File: config.mk
export PLATFORM = sky130hd
export DESIGN_NAME = fcc_ctrl
export DESIGN_NICKNAME = d
export VERILOG_FILES = /design/src/include/fcc_pkg.sv /design/src/verilog/fcc_ctrl.sv
export SDC_FILE = /design/constraint.sdc
export NUM_CORES = 1
export LEC_CHECK = 0
export CORE_ASPECT_RATIO = 0.7
export CORE_MARGIN = 8
export CORE_UTILIZATION = 30
export CTS_CLUSTER_SIZE = 16
export DETAILED_ROUTE_END_ITERATION = 10
export DONT_BUFFER_PORTS = 1
export GPL_TIMING_DRIVEN = 0
export PLACE_DENSITY = 0.55
export REMOVE_ABC_BUFFERS = 1
export SLEW_MARGIN = 20
export SYNTH_ARGS = -nofsm -noshare
export SYNTH_HDL_FRONTEND = slang
export SYNTH_SLANG_ARGS = --single-unit
File: constraint.sdc
create_clock -name clk_i -period 2.84 [get_ports clk_i]
set_input_delay 0.852 -clock clk_i [delete_from_list [all_inputs] [get_ports clk_i]]
set_output_delay 0.852 -clock clk_i [all_outputs]
set_load 0.01 [all_outputs]
File: src/include/fcc_pkg.sv
// constants and types for the single-coil fan commutation controller
package fcc_pkg;

    // clock
    localparam int unsigned CLK_HZ            = 200_000_000;
    localparam int unsigned CLK_MHZ           = 200;

    // standby delay, microseconds
    localparam int unsigned STANDBY_DELAY_US  = 400;
    localparam int unsigned STANDBY_DELAY_CYC = STANDBY_DELAY_US * CLK_MHZ;

    // lock protection times, seconds
    localparam real         LOCK_DETECT_ON_S  = 0.5;
    localparam real         LOCK_OFF_S        = 4.5;
    localparam int unsigned LOCK_ON_CYC       = int'(LOCK_DETECT_ON_S * CLK_HZ);
    localparam int unsigned LOCK_OFF_CYC      = int'(LOCK_OFF_S * CLK_HZ);

    // triangle wave: 8-bit up/down ramp, 510 steps per period
    localparam int unsigned TRI_FREQ_HZ       = 36_000;
    localparam int unsigned TRI_STEPS         = 510;
    localparam int unsigned TRI_STEP_CYC      = CLK_HZ / (TRI_FREQ_HZ * TRI_STEPS);
    localparam logic [7:0]  TRI_PRE_LAST      = 8'(TRI_STEP_CYC - 1);
    localparam logic [7:0]  TRI_TOP           = 8'hFF;
    localparam logic [7:0]  TRI_BOTTOM        = 8'h00;

    // pin synchroniser bit positions
    localparam int unsigned PIN_PWM           = 0;
    localparam int unsigned PIN_HALL          = 1;
    localparam int unsigned PIN_ILIM          = 2;
    localparam int unsigned PIN_VMODE         = 3;
    localparam int unsigned PIN_N             = 4;

    // reset values
    localparam logic [31:0] CNT_RST           = 32'h0000_0000;
    localparam logic [7:0]  BYTE_RST          = 8'h00;

    typedef enum logic [1:0] {
        FCC_RUN = 2'b01,
        FCC_OFF = 2'b10
    } fcc_lock_t;

    typedef struct packed {
        logic [PIN_N-1:0] pin_s1;
        logic [PIN_N-1:0] pin_s2;
        logic [PIN_N-1:0] pin_s3;
        logic [PIN_N-1:0] pin_f;
        logic             hall_prev;
        logic [31:0]      low_cnt;
        logic             standby;
        logic [7:0]       tri_pre;
        logic [7:0]       tri_val;
        logic             tri_up;
        fcc_lock_t        lock_st;
        logic [31:0]      lock_cnt;
        logic             locked;
        logic             out_a;
        logic             out_b;
        logic             tach_oe;
        logic             lock_oe;
        logic             od_low;
    } fcc_state_t;

endpackage

File: src/verilog/fcc_ctrl.sv
// commutation, speed, standby and lock logic of the single-coil fan driver
`timescale 1ns/1ps
module fcc_ctrl
    import fcc_pkg::*;
#(
    parameter int unsigned STANDBY_CYC  = STANDBY_DELAY_CYC,
    parameter int unsigned LOCK_ON_CYCS = LOCK_ON_CYC,
    parameter int unsigned LOCK_OFF_CYCS = LOCK_OFF_CYC
) (
    // clock and reset
    input  wire logic       clk_i,
    input  wire logic       rst_n_i,
    // pins, asynchronous
    input  wire logic       speed_pwm_i,
    input  wire logic       hall_cmp_i,
    input  wire logic       current_limit_i,
    input  wire logic       voltage_mode_i,
    // converted speed levels, same clock
    input  wire logic [7:0] speed_voltage_in_i,
    input  wire logic [7:0] min_speed_voltage_in_i,
    // bridge
    output logic            bridge_out_a_o,
    output logic            bridge_out_b_o,
    // open-drain outputs
    output logic            tach_out_o,
    output logic            tach_out_oe_o,
    output logic            lock_flag_o,
    output logic            lock_flag_oe_o,
    // status
    output logic            standby_o
);

    fcc_state_t st_reg;
    fcc_state_t st_next;

    logic       hall_edge;
    logic       int_pwm;
    logic       active_pwm;
    logic       drive_w;

    // clamp: the higher of the two levels sets the duty
    function automatic logic tri_cmp(input logic [7:0] spd, input logic [7:0] mn,
                                     input logic [7:0] tri_v);
        logic [7:0] lvl;
        lvl = (spd > mn) ? spd : mn;
        return lvl > tri_v;
    endfunction

    always_comb begin
        hall_edge  = st_reg.pin_f[PIN_HALL] ^ st_reg.hall_prev;
        int_pwm    = tri_cmp(speed_voltage_in_i, min_speed_voltage_in_i,
                             st_reg.tri_val);
        active_pwm = st_reg.pin_f[PIN_VMODE] ? int_pwm
                                             : st_reg.pin_f[PIN_PWM];
        drive_w    = active_pwm && !st_reg.standby && (st_reg.lock_st == FCC_RUN)
                     && !st_reg.pin_f[PIN_ILIM];

        st_next = st_reg;

        // three-stage sync; accept a change once stages two and three agree
        st_next.pin_s1    = {voltage_mode_i, current_limit_i, hall_cmp_i, speed_pwm_i};
        st_next.pin_s2    = st_reg.pin_s1;
        st_next.pin_s3    = st_reg.pin_s2;
        st_next.pin_f     = (st_reg.pin_s2 & st_reg.pin_s3)
                          | (st_reg.pin_f & (st_reg.pin_s2 | st_reg.pin_s3));
        st_next.hall_prev = st_reg.pin_f[PIN_HALL];

        // standby detection
        if (st_reg.pin_f[PIN_PWM]) begin
            st_next.low_cnt = CNT_RST;
            st_next.standby = 1'b0;
        end else if (st_reg.low_cnt == STANDBY_CYC) begin
            st_next.standby = 1'b1;
        end else begin
            st_next.low_cnt = st_reg.low_cnt + 32'h1;
        end

        // triangle ramp
        if (st_reg.tri_pre == TRI_PRE_LAST) begin
            st_next.tri_pre = BYTE_RST;
            if (st_reg.tri_up) begin
                st_next.tri_val = st_reg.tri_val + 8'h01;
                st_next.tri_up  = (st_reg.tri_val != (TRI_TOP - 8'h01));
            end else begin
                st_next.tri_val = st_reg.tri_val - 8'h01;
                st_next.tri_up  = (st_reg.tri_val == (TRI_BOTTOM + 8'h01));
            end
        end else begin
            st_next.tri_pre = st_reg.tri_pre + 8'h01;
        end

        // lock protection
        if (st_reg.standby) begin
            st_next.lock_st  = FCC_RUN;
            st_next.lock_cnt = CNT_RST;
            st_next.locked   = 1'b0;
        end else begin
            case (st_reg.lock_st)
                FCC_RUN: begin
                    if (hall_edge) begin
                        st_next.lock_cnt = CNT_RST;
                        st_next.locked   = 1'b0;
                    end else if (st_reg.lock_cnt == LOCK_ON_CYCS - 1) begin
                        st_next.lock_st  = FCC_OFF;
                        st_next.lock_cnt = CNT_RST;
                        st_next.locked   = 1'b1;
                    end else begin
                        st_next.lock_cnt = st_reg.lock_cnt + 32'h1;
                    end
                end
                FCC_OFF: begin
                    if (st_reg.lock_cnt == LOCK_OFF_CYCS - 1) begin
                        st_next.lock_st  = FCC_RUN;
                        st_next.lock_cnt = CNT_RST;
                    end else begin
                        st_next.lock_cnt = st_reg.lock_cnt + 32'h1;
                    end
                end
                default: begin
                    st_next.lock_st  = FCC_RUN;
                    st_next.lock_cnt = CNT_RST;
                end
            endcase
        end

        // bridge phase and open-drain outputs
        st_next.out_a   = drive_w && !st_reg.pin_f[PIN_HALL];
        st_next.out_b   = drive_w && st_reg.pin_f[PIN_HALL];
        st_next.tach_oe = st_reg.pin_f[PIN_HALL];
        st_next.lock_oe = !st_reg.locked;
        st_next.od_low  = 1'b0;
    end

    always_ff @(posedge clk_i or negedge rst_n_i) begin
        if (!rst_n_i) begin
            st_reg <= '{pin_s1: 4'h0, pin_s2: 4'h0, pin_s3: 4'h0, pin_f: 4'h0,
                        hall_prev: 1'b0, low_cnt: CNT_RST, standby: 1'b0,
                        tri_pre: BYTE_RST, tri_val: BYTE_RST, tri_up: 1'b1,
                        lock_st: FCC_RUN, lock_cnt: CNT_RST, locked: 1'b0,
                        out_a: 1'b0, out_b: 1'b0, tach_oe: 1'b0, lock_oe: 1'b0,
                        od_low: 1'b0};
        end else begin
            st_reg <= st_next;
        end
    end

    assign bridge_out_a_o = st_reg.out_a;
    assign bridge_out_b_o = st_reg.out_b;
    assign tach_out_o     = st_reg.od_low;
    assign tach_out_oe_o  = st_reg.tach_oe;
    assign lock_flag_o    = st_reg.od_low;
    assign lock_flag_oe_o = st_reg.lock_oe;
    assign standby_o      = st_reg.standby;
endmodule // fcc_ctrl

==> reports/qor.txt <==
CP bufs+invs: 1
Synth warn: 0
Most common library cells after synthesis: dfrtp_1 (103), nor2_1 (68), nand3_1 (41)
CP delay by family, top: compound AO/OA/AOI/OAI gates
Final hold vios: 0
Initial antenna violation count: 0
Clock Sink Count: 105
Crit Path Max Fanout: 3
Count leader, synth: dfrtp_1
Final setup fails: 2
Synth area leaders: dfrtp_1 (46%), ha_1 (6.3%), xnor2_1 (6.0%)
Largest family of logic cells by synthesized area: simple AND/OR/NAND/NOR gates
Post-synthesis mux area share: 1.96%
Wirelength per Cell: 14.4 um
Util after Layout: 35.0%
Avg Inst Size Synth: 10.0 um2
Crit path cell chain: ha_4 -> nor2b_4 -> o211ai_1 -> a21oi_2 -> o32ai_4 -> buf_6 -> mux2_4 -> ha_4 -> nor2b_4 -> o21a_1 -> o21a_1 -> o21ai_2 -> a21oi_2
Vias in the first global route: 3999
Overflow after GRT: 0
Critical path startpoint category: input pin
Area of the multi-input gates: 0.00293 mm2
Largest net degree at the start of global routing: 106
Worst slew margin: 55.6%
Worst skew pair latency: 350 ps
Starting DRT DRC Count: 291
Setup WS post-layout: -153 ps
P&R area growth vs syn: 14.1%
Synth top area share: 46.5%
DP HPWL: 7910 um
Vias/cell: 4.98
Max Cap Violations: 0
H-tree depth: 3
Initial Util: 30.7%
Reg area: 0.00263 mm2
VDD IR max: 0.315 mV
WP data required: 3070 ps
Worst path slowest cell: mux2_4
Power per standard cell area: 490 mW/mm2
Clock Path Buffers: 2
Total number of vias: 3972
Ports: 29
Post-route DRC: 0
CP Capture Type: register
Core area: 0.0181 mm2
Die area: 0.0232 mm2
Area leader, netlist: dfrtp_1
Synth unique cells: 50
Post-Synth Adder-Cell Area: 7.04%
CP max stage delay: 320 ps
Synth Cell Area: 0.00555 mm2
Prevailing post-synth register cell: dfrtp_1
Worst Setup Path Type: in2reg
Final Hold Slack: 207 ps
Post-synthesis sequential area ratio: 47.4%
FILL cells: 1772
Synth Area in Compound Gates: 5.75%
Clock transition at path regs: 70 ps
FP Rows: 41
GPL Wtd Cong: 0.872
RSZ-0062 raised after global routing: true
WL final: 11500 um
Outcome: finished, violations left
Clock root cell: clkbuf_16
Max reg flops: 91
Max-slew violations: 0
# port buffers: 0
First-pass GRT wire length: 19900 um
Worst-Margin Slew: 667 ps
GRT Total Usage: 10.6%
Ant diodes: 0
Chip width: 179 um
CTS buffer count: 9
Post-Synth XOR/XNOR Area: 9.95%
Post-Synthesis Cells: 555
EDFF count, synth: 0
Leakage: 2.57 nW
Die height: 130 um
Minimum clock period: 2990 ps
Layout cells sized above 1: 12.1%
Yosys reg bits: 105
Asr flop ratio synth: 100%
Worst Hold Class: in2async
Finished Cell Area: 0.00633 mm2
Post-route ant nets: 0
Placed Instance Area: 0.00576 mm2
Worst EP arrival: 3220 ps
Post-Synth Simple-Gate Area: 24.5%
Peak Freq: 0.334 GHz
Failing checks: setup timing
CTS tree: built
Nets: 606
Cts hold-fix bufs: 0
Final clock skew: 8.59 ps
Fin crit share: 105%
First-pass DRT Iterations: 4
logic make-up after synthesis:
logic type / after synthesis
other: 1
adder cells (fa/ha/maj): 32
multiplexers: 10
buffers and inverters: 43
AO/OA/AOI/OAI: 52
AND/OR/NAND/NOR: 249
XOR/XNOR: 63
flip-flops: 105
path summary, 6_finish.rpt:
| kind | from | endpoint | slack, ps | cells past startpoint |
|---|---|---|---|---|
| hold / removal | rst_n_i | st_reg[70] | 210 | 0 |
| max in group asynchronous | rst_n_i | st_reg[38] | 2410 | 0 |
| min in group clk_i | st_next[99] | st_next[95] | 350 | 0 |
| setup / recovery | speed_voltage_in_i[1] | bridge_out_a_o | -150 | 13 |
| hold reg to reg | st_next[99] | st_next[95] | 350 | 0 |
| setup reg to reg | st_reg[6] | st_reg[18] | 410 | 5 |
layout make-up:
| class | instances | share of cell area (%) |
|---|---|---|
| Clock inverter | 5 | 0.850 |
| Clock buffer | 11 | 3.99 |
| Timing Repair Buffer | 5 | 0.831 |
| Tap cell | 236 | 4.67 |
| Inverter | 27 | 1.72 |
| Sequential cell | 105 | 41.6 |
| Multi-Input combinational cell | 408 | 46.4 |
worst register-to-register path, delay by kind of cell (launching register included):
family / cells / cell delay, ps
simple gates: 2 / 410
flops: 1 / 420
compound gates: 2 / 1160
fa+ha+maj: 1 / 310
per-stage QoR:
step / TNS [ps] / cells / setup slack [ps] / power (mW)
CTS: -490 / 797 / -246 / 3.13
floorplan: -1230 / 540 / -617 / 1.74
finish: -306 / 797 / -153 / 3.10
global placement: -1750 / 776 / -898 / 1.79
detailed placement: -2030 / 776 / -1020 / 1.80
global route: -458 / 797 / -234 / 3.24
power breakdown:
group          internal, mW  switching [mW]  leakage, nW
logic                 0.119           0.122         1.05
clock network         0.729           0.541        0.155
registers              1.53          0.0578         1.37
placed cells by master (no fill, tap or decap), types with 3 or more instances in the layout:
cell type	n
a21oi_1	18
a21oi_2	4
and3_1	14
and4_1	6
buf_6	4
clkbuf_16	9
clkinv_2	3
dfrtp_1	102
ha_1	20
ha_4	8
inv_1	26
maj3_1	4
mux2_4	5
nand2_1	28
nand2b_1	3
nand3_1	41
nand4_1	21
nor2_1	68
nor2b_1	4
nor3_1	13
nor3_2	3
nor4_1	9
nor4_2	4
nor4b_1	4
o21ai_0	13
or3_1	12
xnor2_1	38
xor2_1	25
per-layer routing:
| metal | wire length [um] | up-vias | GRT usage (%) |
|---|---|---|---|
| li1 | - | 1952 | - |
| met1 | 6120 | 1932 | 15.4 |
| met2 | 4610 | 78 | 14.9 |
| met3 | 640 | 10 | 3.06 |
| met4 | 131 | 0 | 3.05 |
| met5 | 0 | - | 0 |
repair_timing:
item	CTS	global route
gates cloned	0	0
gates resized for setup	24	14
setup buffers	5	0
setup endpoints to repair	2	2
pin swaps	11	11
Note: power is estimated with default switching activity, not from simulation.
